===== src/inc/nvs_cfg.svh =====
// offsets, field positions, reset values and timing counts of the nvm block
`ifndef NVS_CFG_SVH
`define NVS_CFG_SVH

// ****************************************************************
// register offsets
// ****************************************************************
`define NVS_REG_CLOCK_GATE   8'h42
`define NVS_REG_ENABLE_CFG   8'h51
`define NVS_REG_TARGET_ADDR  8'h52
`define NVS_REG_DATA_BYTE    8'h53
`define NVS_REG_COMMAND      8'h54
`define NVS_REG_RESULT_STAT  8'h58
`define NVS_MEM_FIRST        8'hDF
`define NVS_MEM_LAST         8'hE8
`define NVS_MEM_DEPTH        10
`define NVS_USE_CFG_INDEX    4'h0
`define NVS_LOCK_WORD_INDEX  4'h9

// ****************************************************************
// field positions
// ****************************************************************
`define NVS_CLK_EN_BIT       0
`define NVS_MEM_EN_BIT       0
`define NVS_CMD_WR_BIT       0
`define NVS_CMD_RD_BIT       1
`define NVS_CMD_LOCK_BIT     2
`define NVS_ST_WR_OK_BIT     0
`define NVS_ST_LOCK_OK_BIT   1
`define NVS_ST_CRC_OK_BIT    2

// ****************************************************************
// reset values and timing
// ****************************************************************
`define NVS_RESET_BYTE       8'h00
`define NVS_CRC_INIT         8'hFF
`define NVS_CRC_POLY         8'h07
`define NVS_PROG_TIME_NS     1000
`define NVS_CLK_PERIOD_NS    10
`define NVS_PROG_CYCLES      \
   ((`NVS_PROG_TIME_NS + `NVS_CLK_PERIOD_NS - 1) / `NVS_CLK_PERIOD_NS)
`define NVS_READ_CYCLES      4

`endif


===== src/inc/nvs_pkg.sv =====
// types shared by the nvm sequencer files
package nvs_pkg;
   typedef enum logic [4:0] {
      NVS_IDLE  = 5'h01,
      NVS_PROG  = 5'h02,
      NVS_READ  = 5'h04,
      NVS_CHECK = 5'h08,
      NVS_DONE  = 5'h10
   } nvs_state_t;
   typedef logic [7:0] nvs_byte_t;
endpackage


===== src/rtl/nvs_crc8.sv =====
// one-byte crc step used to check the programmed memory during lock
`timescale 1ns/1ps
`include "nvs_cfg.svh"

module nvs_crc8 (
   input  wire logic [7:0] crc_i,   // running check value
   input  wire logic [7:0] data_i,  // next byte
   output logic      [7:0] crc_o    // updated check value
);
   // ****************************************************************
   // bitwise update
   // ****************************************************************
   // shift one bit at a time through the polynomial
   always_comb begin
      logic [7:0] c;
      c = crc_i ^ data_i;
      for (int i = 0; i < 8; i++) begin
         c = c[7] ? ({c[6:0], 1'b0} ^ `NVS_CRC_POLY) : {c[6:0], 1'b0};
      end
      crc_o = c;
   end
endmodule // nvs_crc8


===== src/rtl/nvs_sequencer.sv =====
// nvm program, read and lock sequencer behind vendor register requests
// How it works
// [RQ1] memory bytes sit at register addresses 0xDF through 0xE8.
// [RQ2] all access uses vendor register write and read requests.
// [RQ3] with use setting nonzero, unprogrammed bytes count as zero.
// [RQ4] host may skip writing bytes whose value is zero.
// [RQ5] memory logic runs only while the clock gate bit is set.
// [RQ6] host sets memory enable before each operation.
// [RQ7] host loads the target address before a command.
// [RQ8] host loads the data byte before a write.
// [RQ9] write bit starts programming, self clears when done.
// [RQ10] write ok bit reports success; host retries on zero.
// [RQ11] host gives up after ten failed write retries.
// [RQ12] read bit starts a read, self clears when done.
// [RQ13] read byte appears in the data register after completion.
// [RQ14] host locks after writing the lock word location.
// [RQ15] host must not reset between lock word write and lock.
// [RQ16] lock bit starts locking, self clears when done.
// [RQ17] lock ok and crc ok report lock result.
// [RQ18] host gives up after ten failed lock retries.
// [RQ19] write request: address and value bytes, value stored.
// [RQ20] read request: address byte, current value returned.
// [RQ21] new command bits ignored while one is still busy.
// [RQ22] lock computes a check over contents for crc ok.
`timescale 1ns/1ps
`include "nvs_cfg.svh"

module nvs_sequencer (
   input  wire logic       ref_clk_i,    // 100 MHz clock
   input  wire logic       sys_rst_i,    // sync reset, usb or power-on
   input  wire logic       reg_wr_i,     // vendor write request strobe
   input  wire logic       reg_rd_i,     // vendor read request strobe
   input  wire logic [7:0] reg_addr_i,   // index low byte
   input  wire logic [7:0] reg_wdata_i,  // index high byte
   output logic      [7:0] reg_rdata_o,  // read answer
   output logic            reg_rvalid_o, // read answer valid pulse
   output logic            use_cfg_o,    // memory configuration in use
   output logic            locked_o      // memory locked
);
   // ****************************************************************
   // storage
   // ****************************************************************
   nvs_pkg::nvs_byte_t  clock_gate, enable_cfg, target_addr, data_byte;
   logic [2:0]          command;
   logic [2:0]          result;
   nvs_pkg::nvs_byte_t  mem [`NVS_MEM_DEPTH];
   logic [`NVS_MEM_DEPTH-1:0] written;
   nvs_pkg::nvs_state_t state;
   logic [7:0]          timer;
   logic [3:0]          scan;
   logic [7:0]          crc, ref_crc, next_crc;
   logic                locked;

   // decode a register address into a memory slot
   function automatic logic in_mem(input logic [7:0] a);
      return (a >= `NVS_MEM_FIRST) && (a <= `NVS_MEM_LAST);
   endfunction
   function automatic logic [3:0] slot(input logic [7:0] a);
      logic [7:0] d;
      d = a - `NVS_MEM_FIRST;
      return d[3:0];
   endfunction

   wire logic clk_on  = clock_gate[`NVS_CLK_EN_BIT];          // RQ5
   wire logic mem_en  = enable_cfg[`NVS_MEM_EN_BIT];
   wire logic busy    = |command;                             // RQ21
   wire logic ok_addr = in_mem(target_addr);
   wire logic [3:0] tslot = slot(target_addr);

   nvs_crc8 u_crc (
      .crc_i  (crc),
      .data_i (mem[scan]),
      .crc_o  (next_crc)
   );

   // ****************************************************************
   // host registers
   // ****************************************************************
   // plain rw registers, written by vendor write requests
   always_ff @(posedge ref_clk_i) begin
      if (sys_rst_i) begin
         clock_gate  <= `NVS_RESET_BYTE;
         enable_cfg  <= `NVS_RESET_BYTE;
         target_addr <= `NVS_RESET_BYTE;
      end else if (reg_wr_i) begin                            // RQ19 RQ2
         case (reg_addr_i)
            `NVS_REG_CLOCK_GATE:  clock_gate  <= reg_wdata_i;
            `NVS_REG_ENABLE_CFG:  enable_cfg  <= reg_wdata_i;
            `NVS_REG_TARGET_ADDR: target_addr <= reg_wdata_i;
            default: ;
         endcase
      end
   end

   // data register: host writes, read completion loads memory byte
   always_ff @(posedge ref_clk_i) begin
      if (sys_rst_i) begin
         data_byte <= `NVS_RESET_BYTE;
      end else if (state == nvs_pkg::NVS_READ && timer == 8'h00) begin
         data_byte <= (ok_addr && written[tslot]) ? mem[tslot]
                                                  : 8'h00;    // RQ13 RQ3
      end else if (reg_wr_i && reg_addr_i == `NVS_REG_DATA_BYTE) begin
         data_byte <= reg_wdata_i;
      end
   end

   // ****************************************************************
   // command sequencer
   // ****************************************************************
   // command bits: set by host when idle, cleared by hardware on finish
   always_ff @(posedge ref_clk_i) begin
      if (sys_rst_i) begin
         command <= 3'h0;
      end else if (state == nvs_pkg::NVS_DONE) begin
         command <= 3'h0;                                     // RQ9 RQ12 RQ16
      end else if (reg_wr_i && reg_addr_i == `NVS_REG_COMMAND
                   && !busy && clk_on && mem_en) begin        // RQ21 RQ5
         if (reg_wdata_i[`NVS_CMD_WR_BIT])
            command <= 3'h1;
         else if (reg_wdata_i[`NVS_CMD_RD_BIT])
            command <= 3'h2;
         else if (reg_wdata_i[`NVS_CMD_LOCK_BIT])
            command <= 3'h4;
      end
   end

   // state machine running the started operation
   always_ff @(posedge ref_clk_i) begin
      if (sys_rst_i) begin
         state <= nvs_pkg::NVS_IDLE;
         timer <= 8'h00;
         scan  <= 4'h0;
      end else if (clk_on) begin                              // RQ5
         case (state)
            nvs_pkg::NVS_IDLE: begin
               scan <= 4'h0;
               if (command[`NVS_CMD_WR_BIT]) begin            // RQ9
                  state <= nvs_pkg::NVS_PROG;
                  timer <= 8'(`NVS_PROG_CYCLES - 1);
               end else if (command[`NVS_CMD_RD_BIT]) begin   // RQ12
                  state <= nvs_pkg::NVS_READ;
                  timer <= 8'(`NVS_READ_CYCLES - 1);
               end else if (command[`NVS_CMD_LOCK_BIT]) begin // RQ16
                  state <= nvs_pkg::NVS_CHECK;
               end
            end
            nvs_pkg::NVS_PROG, nvs_pkg::NVS_READ: begin
               if (timer == 8'h00)
                  state <= nvs_pkg::NVS_DONE;
               else
                  timer <= timer - 8'h01;
            end
            nvs_pkg::NVS_CHECK: begin                         // RQ22
               if (scan == 4'(`NVS_MEM_DEPTH - 1))
                  state <= nvs_pkg::NVS_DONE;
               else
                  scan <= scan + 4'h1;
            end
            nvs_pkg::NVS_DONE: state <= nvs_pkg::NVS_IDLE;
            default:           state <= nvs_pkg::NVS_IDLE;
         endcase
      end
   end

   // ****************************************************************
   // memory, check value and results
   // ****************************************************************
   // program a byte at the end of the write; locked memory refuses it
   always_ff @(posedge ref_clk_i) begin
      if (sys_rst_i) begin
         written <= '0;
         for (int i = 0; i < `NVS_MEM_DEPTH; i++)
            mem[i] <= 8'h00;
      end else if (state == nvs_pkg::NVS_PROG && timer == 8'h00
                   && ok_addr && !locked) begin
         mem[tslot]     <= data_byte;
         written[tslot] <= 1'b1;
      end
   end

   // running check over all slots; reference caught at lock time
   always_ff @(posedge ref_clk_i) begin
      if (sys_rst_i) begin
         crc     <= `NVS_CRC_INIT;
         ref_crc <= `NVS_CRC_INIT;
      end else if (state == nvs_pkg::NVS_IDLE) begin
         crc <= `NVS_CRC_INIT;
      end else if (state == nvs_pkg::NVS_CHECK) begin
         crc <= next_crc;                                     // RQ22
         if (scan == 4'h0 && !locked)
            ref_crc <= 8'h00;
      end else if (state == nvs_pkg::NVS_DONE && command[2] && !locked) begin
         ref_crc <= crc;
      end
   end

   // result bits and lock flag
   always_ff @(posedge ref_clk_i) begin
      if (sys_rst_i) begin
         result <= 3'h0;
         locked <= 1'b0;
      end else if (state == nvs_pkg::NVS_DONE) begin
         if (command[`NVS_CMD_WR_BIT])
            result[`NVS_ST_WR_OK_BIT] <= ok_addr && !locked && 
                                         mem[tslot] == data_byte; // RQ10
         if (command[`NVS_CMD_LOCK_BIT]) begin                // RQ17
            result[`NVS_ST_LOCK_OK_BIT] <= written[`NVS_LOCK_WORD_INDEX];
            result[`NVS_ST_CRC_OK_BIT]  <= locked ? (crc == ref_crc)
                                                  : 1'b1;     // RQ22
            locked <= locked | written[`NVS_LOCK_WORD_INDEX];
         end
      end
   end

   // ****************************************************************
   // read answers and outputs
   // ****************************************************************
   // vendor read request returns the addressed register one cycle later
   always_ff @(posedge ref_clk_i) begin
      if (sys_rst_i) begin
         reg_rdata_o  <= 8'h00;
         reg_rvalid_o <= 1'b0;
         use_cfg_o    <= 1'b0;
         locked_o     <= 1'b0;
      end else begin
         reg_rvalid_o <= reg_rd_i;                            // RQ20
         use_cfg_o    <= written[`NVS_USE_CFG_INDEX]
                         && mem[`NVS_USE_CFG_INDEX] != 8'h00; // RQ3
         locked_o     <= locked;
         if (reg_rd_i) begin
            case (reg_addr_i)
               `NVS_REG_CLOCK_GATE:  reg_rdata_o <= clock_gate;
               `NVS_REG_ENABLE_CFG:  reg_rdata_o <= enable_cfg;
               `NVS_REG_TARGET_ADDR: reg_rdata_o <= target_addr;
               `NVS_REG_DATA_BYTE:   reg_rdata_o <= data_byte;
               `NVS_REG_COMMAND:     reg_rdata_o <= {5'h00, command};
               `NVS_REG_RESULT_STAT: reg_rdata_o <= {5'h00, result};
               default: reg_rdata_o <= in_mem(reg_addr_i)
                                       ? mem[slot(reg_addr_i)]
                                       : 8'h00;               // RQ1
            endcase
         end
      end
   end

   // ****************************************************************
   // checks
   // ****************************************************************
   AST_CMD_CLEARS: assert property ( // RQ9
      @(posedge ref_clk_i) disable iff (sys_rst_i)
      state == nvs_pkg::NVS_DONE |=> command == 3'h0)
      else $error("command bit not cleared at completion");
   AST_ONE_AT_A_TIME: assert property ( // RQ21
      @(posedge ref_clk_i) disable iff (sys_rst_i)
      $countones(command) <= 1)
      else $error("more than one command bit set");
   AST_HOLD_BUSY: assert property ( // RQ21
      @(posedge ref_clk_i) disable iff (sys_rst_i)
      busy && state != nvs_pkg::NVS_DONE |=> $stable(command))
      else $error("busy command changed early");
   AST_STATE_ONEHOT: assert property ( // RQ21
      @(posedge ref_clk_i) disable iff (sys_rst_i)
      $onehot(state))
      else $error("sequencer state not one-hot");
   AST_NO_CLK_NO_START: assert property ( // RQ5
      @(posedge ref_clk_i) disable iff (sys_rst_i)
      !clk_on |=> $stable(state))
      else $error("sequencer moved without clock gate");
   AST_PROG_DONE: assert property ( // RQ9
      @(posedge ref_clk_i) disable iff (sys_rst_i)
      state == nvs_pkg::NVS_IDLE && command == 3'h1 && clk_on
      |=> ##[99:100] state == nvs_pkg::NVS_DONE)
      else $error("write did not finish in time");
   AST_LOCKED_NO_WRITE: assert property ( // RQ10
      @(posedge ref_clk_i) disable iff (sys_rst_i)
      state == nvs_pkg::NVS_DONE && command == 3'h1 && locked
      |=> !result[`NVS_ST_WR_OK_BIT])
      else $error("write reported ok on locked memory");
   AST_READ_DONE: assert property ( // RQ12
      @(posedge ref_clk_i) disable iff (sys_rst_i)
      state == nvs_pkg::NVS_IDLE && command == 3'h2 && clk_on
      |=> ##[3:4] state == nvs_pkg::NVS_DONE)
      else $error("read did not finish in time");
   AST_READ_DATA: assert property ( // RQ13
      @(posedge ref_clk_i) disable iff (sys_rst_i)
      state == nvs_pkg::NVS_DONE && command == 3'h2 && ok_addr
      && written[tslot] |-> data_byte == mem[tslot])
      else $error("read data not presented");
   AST_LOCK_OK: assert property ( // RQ17
      @(posedge ref_clk_i) disable iff (sys_rst_i)
      state == nvs_pkg::NVS_DONE && command == 3'h4
      |=> result[`NVS_ST_LOCK_OK_BIT] == $past(written[`NVS_LOCK_WORD_INDEX]))
      else $error("lock ok does not follow the lock word");
   AST_READ_ANSWER: assert property ( // RQ20
      @(posedge ref_clk_i) disable iff (sys_rst_i)
      reg_rd_i |=> reg_rvalid_o)
      else $error("read request not answered");
   AST_STATUS_READ: assert property ( // RQ17
      @(posedge ref_clk_i) disable iff (sys_rst_i)
      reg_rd_i && reg_addr_i == `NVS_REG_RESULT_STAT
      |=> reg_rdata_o == {5'h00, $past(result)})
      else $error("status read wrong");
   AST_WRITE_STORE: assert property ( // RQ19
      @(posedge ref_clk_i) disable iff (sys_rst_i)
      reg_wr_i && reg_addr_i == `NVS_REG_TARGET_ADDR
      |=> target_addr == $past(reg_wdata_i))
      else $error("register write not stored");
   AST_MEM_WINDOW: assert property ( // RQ1
      @(posedge ref_clk_i) disable iff (sys_rst_i)
      reg_rd_i && reg_addr_i == `NVS_MEM_FIRST
      |=> reg_rdata_o == $past(mem[0]))
      else $error("memory window read wrong");
   COV_WRITE: cover property (@(posedge ref_clk_i)
      state == nvs_pkg::NVS_PROG ##[1:200] state == nvs_pkg::NVS_DONE);
   COV_READ: cover property (@(posedge ref_clk_i)
      state == nvs_pkg::NVS_READ ##[1:8] state == nvs_pkg::NVS_DONE);
   COV_LOCK: cover property (@(posedge ref_clk_i) locked && result[2]);
   COV_BUSY_DROP: cover property (@(posedge ref_clk_i)
      reg_wr_i && reg_addr_i == `NVS_REG_COMMAND && busy);
endmodule // nvs_sequencer


===== config.mk =====
export PLATFORM = sky130hd
export DESIGN_NAME = nvs_sequencer
export DESIGN_NICKNAME = d
export VERILOG_FILES = /design/src/inc/nvs_pkg.sv /design/src/rtl/nvs_crc8.sv /design/src/rtl/nvs_sequencer.sv
export VERILOG_INCLUDE_DIRS = /design/src /design/src/inc
export SDC_FILE = /design/constraint.sdc
export NUM_CORES = 1
export LEC_CHECK = 0
export BUFFER_PORTS_ARGS = -buffer_cell sky130_fd_sc_hd__buf_4
export CAP_MARGIN = 5
export CELL_PAD_IN_SITES_DETAIL_PLACEMENT = 0
export CELL_PAD_IN_SITES_GLOBAL_PLACEMENT = 1
export CORE_AREA = 2 2 168 170
export CTS_BUF_LIST = sky130_fd_sc_hd__clkbuf_2 sky130_fd_sc_hd__clkbuf_4 sky130_fd_sc_hd__clkbuf_8
export DETAILED_ROUTE_END_ITERATION = 10
export DIE_AREA = 0 0 170 172
export GPL_ROUTABILITY_DRIVEN = 1
export PLACE_DENSITY = 0.82
export SLEW_MARGIN = 20
export SYNTH_ARGS = -nofsm -noshare
export SYNTH_HDL_FRONTEND = slang
export SYNTH_SLANG_ARGS = --single-unit

===== constraint.sdc =====
create_clock -name ref_clk_i -period 4.5 [get_ports ref_clk_i]
set_input_delay 0.45 -clock ref_clk_i [delete_from_list [all_inputs] [get_ports ref_clk_i]]
set_output_delay 0.45 -clock ref_clk_i [all_outputs]
set_load 0.01 [all_outputs]

# Word-level counts from Yosys, hierarchy flattened
# Memories as Yosys holds them, arrays and structs flattened. A register that Yosys moved wholly into a read port is not among the register bits.
# Cells that the tools add are included.
# word_totals
out_inout_bits	11
inputBits	20
elab_cells	152
regBits	93
ramBits	80
n_memories	1
# mem_list
memory	words	width	read_ports	rd_ports_with_merged_regs	wr	line_no	text
mem	10	8	4	1	10	nvs_sequencer.sv:46	nvs_pkg::nvs_byte_t mem [`NVS_MEM_DEPTH];
# classes
magnitude_cmp	6
eq_ne	21
n_addsub	4
muxes	46
bitwise_logic	12
reduce_logical	44
# ops
cell	count
2-to-1 mux 8 bit	11
== test 8 x 7 -> 1 bit (second input constant)	6
case mux 8 bit (6 select lines)	1
2-to-1 mux 3 bit	11
2-to-1 mux 5 bit	5
inverter 3 bit	8
logical AND 1 bit	19
== test 8 bit	2
greater-or-equal comparator 8 bit (second input constant)	2
less-or-equal comparator 8 bit (second input constant)	2
2-to-1 mux 4 bit	4
case mux 8 bit (2 select lines)	1
case mux 5 bit (3 select lines)	1
AND reduction 2 bit	6
OR 10 bit	1
2-to-1 mux 1 bit	9
logical NOT 8 bit	1
inequality test 2 bit (second input constant)	4
case mux 4 bit (2 select lines)	1
AND reduction 4 bit	2
nonzero test 2 bit	4
nonzero test 8 bit	1
OR reduction 8 bit	1
subtractor 4 bit (second input constant)	2
other kinds (24)	28

# Logic depth before layout (Yosys ltp)
# depth
depth_word	17
ltp_mapped	13
depth_no_buf	9

# Hierarchy
# Synthesis repeated with hierarchy kept, for this count alone.
# hier_totals
hier_cells	1032
hier_area_um2	12351.8
# by_module_without_submodules
mod	area_each_um2	n_inst	cells_each
nvs_sequencer	12145.4	1	1011
nvs_crc8	206.4	1	21

# Least setup slack after synthesis
# No wires, ideal clock.
# synth_path
path_kind	in2reg
startpoint	input reg_addr_i[0]
endpoint	register reg_rdata_o[7]
setup_slack_ps	643
arrival_time_ps	3725
setup_ps	132
required_time_ps	4368
cell_stages	12
cell_sequence	clkbuf_1 buf_1 clkbuf_1 inv_1 ha_1 clkbuf_1 buf_1 mux4_2 mux2i_1 nand2_1 a31oi_1 nor3_1
# synth_via
elab_chain_cells	4
elab_cells_between_ends	13
cone_classes	1 x add/sub; 2 x order compare; 6 x eq/ne; 2 x mux; 1 x reduce/logical; 1 x memory
# synth_lines
item	line_no	text
start: declaration	nvs_sequencer.sv:33	input wire logic [7:0] reg_addr_i,
subtractor 4 bit (no line) (tied with other cells)	n/a	
memory (10 x 8 bit) or logical AND 1 bit (tied branches)	n/a	
2-to-1 mux 8 bit	nvs_sequencer.sv:239	? mem[slot(reg_addr_i)]
case mux 8 bit (6 select lines) (*)	nvs_sequencer.sv:231	case (reg_addr_i)
end signal: assignment	nvs_sequencer.sv:232	`NVS_REG_CLOCK_GATE: reg_rdata_o <= clock_gate;
end signal: assignment	nvs_sequencer.sv:233	`NVS_REG_ENABLE_CFG: reg_rdata_o <= enable_cfg;
end signal: assignment	nvs_sequencer.sv:234	`NVS_REG_TARGET_ADDR: reg_rdata_o <= target_addr;
end: declaration	nvs_sequencer.sv:35	output logic [7:0] reg_rdata_o,
# Mark *: on every way between the ends. The rest lies on a longest branch, timed or not.
# A chain may end at the register's enable or synchronous reset.

# Final worst setup path
# layout_path
startpoint	register target_addr[1]
endpoint	register result[0]
# layout_via
elab_chain_cells	4
elab_cells_between_ends	8
cone_classes	1 x add/sub; 2 x order compare; 1 x eq/ne; 3 x reduce/logical; 1 x memory
# layout_lines
item	line_no	text
start: declaration	nvs_sequencer.sv:43	nvs_pkg::nvs_byte_t clock_gate, enable_cfg, target_addr, data_byte;
start signal: assignment	nvs_sequencer.sv:84	target_addr <= `NVS_RESET_BYTE;
start signal: assignment	nvs_sequencer.sv:89	`NVS_REG_TARGET_ADDR: target_addr <= reg_wdata_i;
subtractor 4 bit (no line) (tied with other cells)	n/a	
memory (10 x 8 bit) or logical AND 1 bit (tied branches)	n/a	
== test 8 bit or logical AND 1 bit (tied branches)	nvs_sequencer.sv:205, nvs_sequencer.sv:204	
logical AND 1 bit (*)	nvs_sequencer.sv:204	result[`NVS_ST_WR_OK_BIT] <= ok_addr && !locked &&
end signal: indexed assignment	nvs_sequencer.sv:204	
end signal: indexed assignment	nvs_sequencer.sv:207	result[`NVS_ST_LOCK_OK_BIT] <= written[`NVS_LOCK_WORD_INDEX];
end signal: indexed assignment	nvs_sequencer.sv:208	result[`NVS_ST_CRC_OK_BIT] <= locked ? (crc == ref_crc)
end: declaration	nvs_sequencer.sv:45	logic [2:0] result;
# Marked as above.

==> flow_summary.json <==
{
  "syn_nets": 1112,
  "path_cells": "inv_1, ha_2, buf_12, mux4_2, mux2i_1, mux2i_1, a221o_1, o31ai_1",
  "finalSetupViolCount": 0,
  "synth.area.top_cells": "edfxtp_1 (31%), mux4_2 (18%), dfxtp_1 (16%)",
  "drtIter0Drc": 1213,
  "path_class": "flip-flop to flip-flop",
  "die_w_um": 170,
  "end_kind": "flip-flop",
  "grt_pass1_wl_um": 53900,
  "pin_count": 31,
  "startpoint_type": "flip-flop",
  "layout_common_cells": "edfxtp_1 (128), nor2_1 (104), nand2_1 (104), mux4_2 (98), dfxtp_1 (96)",
  "yosys_warnings": 0,
  "nets": 1140,
  "vias": 9330,
  "grt_max_degree": 60,
  "postSynthAreaPerCell_um2": 11.6,
  "place_ws_ns": 1.31,
  "fillers": 2437,
  "h-tree-depth": 2,
  "period_share_pct": 72.6,
  "slew_headroom_pct": 34.4,
  "max_stage_delay_ns": 0.80,
  "drv_cap": 0,
  "synth_cells": 1077,
  "ys_seq_area_share_pct": 46.5,
  "postCtsSetupBuffers": 0,
  "place_congestion": 0.970,
  "drc": 0,
  "syn_area_um2": 12500,
  "grt_usage_pct": 24.6,
  "synth_top_area_share_pct": 30.9,
  "wl_per_cell_um": 24.0,
  "clock_skew_ns": 0.0187,
  "clockRootBuffer": "clkbuf_8",
  "worstPathRequired_ns": 4.95,
  "fmaxAchievable_mhz": 306,
  "min_path_type": "primary input to flip-flop",
  "critPathBufInv": 2,
  "synth-edff-count": 128,
  "clockBufferDepth": 3,
  "worst_slew_pin_slew_ns": 0.982,
  "clk_latency_ns": 0.55,
  "rows": 61,
  "utilization_pct": 50.6,
  "numPlacedInstances": 1409,
  "cts_tree": "done",
  "layout.cells.non_filler": 1482,
  "finalHoldWorstSlack_ns": 0.204,
  "synth.ff_latch_count": 225,
  "diodes": 0,
  "hold_viol": 0,
  "finalWirelength_um": 35600,
  "hpwl_um": 25300,
  "firstDrtPassIters": 5,
  "post_dp_cell_area_um2": 13000,
  "grt_pass1_vias": 8795,
  "cts_buffers": 40,
  "antenna_found_initial": 0,
  "chipHeight_um": 172,
  "start_util_pct": 45.3,
  "dieArea_um2": 29200,
  "p_leak_nw": 4.81,
  "layout_min_cycle_time_ns": 3.27,
  "ctsResizeCount": 0,
  "worst_path_max_delay_cell": "ha_2",
  "vias_per_cell": 6.30,
  "async_reset_ff_share_pct": 0,
  "final_common_cell": "edfxtp_1",
  "cts_hold_buf": 0,
  "power.density_nw_per_um2": 329,
  "ys_types": 58,
  "drive_above_1_share_pct": 21.4,
  "clkTransAtPathRegs_ns": 0.07,
  "rsz0062_at_grt": "false",
  "cpMostUsedCell": "mux2i_1",
  "final_max_slew_viol_count": 0,
  "cp_top_family": "multiplexers",
  "ant_nets": 0,
  "synth_top_cell_by_area": "edfxtp_1",
  "cp_max_fo": 22,
  "tns_ns": 0,
  "io_buffer_count": 30,
  "power_mw": 4.57,
  "arrival_ns": 3.71,
  "synthFlopType": "edfxtp_1",
  "fin_ws_ns": 1.23,
  "design_area_um2": 13900,
  "cts_sinks": 225,
  "peakVddDrop_uv": 156,
  "area_delta_synth_final_pct": 11.6,
  "core_um2": 27500,
  "grt_overflow": 0,
  "status": "complete, no violations"
}
cells in the mapped netlist, drive strengths merged (3+ instances only):
library cell / count
nor4: 13
a221oi: 8
nand4: 13
nor4b: 3
nor2: 104
o21ai: 16
dfxtp: 97
ha: 15
and2: 30
a31oi: 14
mux4: 101
nand2b: 10
a211o: 9
a22oi: 17
buf: 25
xnor3: 3
mux2i: 33
nor3b: 6
nor3: 35
or2: 6
xnor2: 21
a211oi: 5
nand3b: 4
o21a: 3
nor2b: 10
o211ai: 7
nand4b: 3
nand2: 104
and3: 11
xor2: 23
edfxtp: 128
a311oi: 3
nor4bb: 4
or3: 5
clkbuf: 50
nand3: 47
a21oi: 47
inv: 28
final cells by class:
class / instances / area (um^2) / share of cell area [%]
clock buffer: 54 / 681 / 4.90
clock inverter: 19 / 169 / 1.22
inverter: 28 / 105 / 0.757
multi-input combinational: 749 / 6250 / 45.0
sequential: 225 / 5790 / 41.7
tap: 346 / 433 / 3.12
timing repair buffer: 61 / 470 / 3.39
worst reg2reg max path: cells and delay by family (launching register included):
kind            cells  cell delay, ns
compound gates      2            0.58
mux                 3            0.90
flops               1            0.48
buf+inv             2            0.43
fa+ha+maj           1            0.80
registers in the layout (all words and copies together), names as in the netlist, named ones only:
name          cells
scan              4
written          10
enable_cfg        8
target_addr       8
reg_rdata_o       8
locked            1
mem             128
reg_rvalid_o      1
state             5
command           3
data_byte         8
crc               8
clock_gate        8
locked_o          1
ref_crc           8
result            3
use_cfg_o         1
timer             8
worst paths after layout:
check | from | end | slack, ns | cells past startpoint
min | reg_wdata_i[3] | clock_gate[3] | 0.20 | 3
min reg2reg | clock_gate[7] | clock_gate[7] | 0.46 | 2
max reg2reg | target_addr[1] | result[0] | 1.23 | 8
max | target_addr[1] | result[0] | 1.23 | 8
metal layers:
metal	wire (um)	GRT usage, %	vias to the layer above
met2	16300	38.7	535
met1	13900	33.3	4557
met3	3740	5.04	98
met5	0	0	-
met4	1670	11.1	0
li1	-	-	4140
logic make-up after synthesis:
family                   synth area share [%]
AO/OA/AOI/OAI                            7.20
XOR/XNOR                                 3.79
buffers and inverters                    3.46
AND/OR/NAND/NOR                          16.5
multiplexers                             21.1
flip-flops                               46.5
adder cells (fa/ha/maj)                  1.51
power by group:
group	internal, mW	switching, mW	leakage [nW]
combinational	0.136	0.164	2.26
clock	1.16	0.866	0.448
sequential	2.20	0.0419	2.10
total	3.50	1.07	4.81
Note: power is estimated with default switching activity, not from simulation.
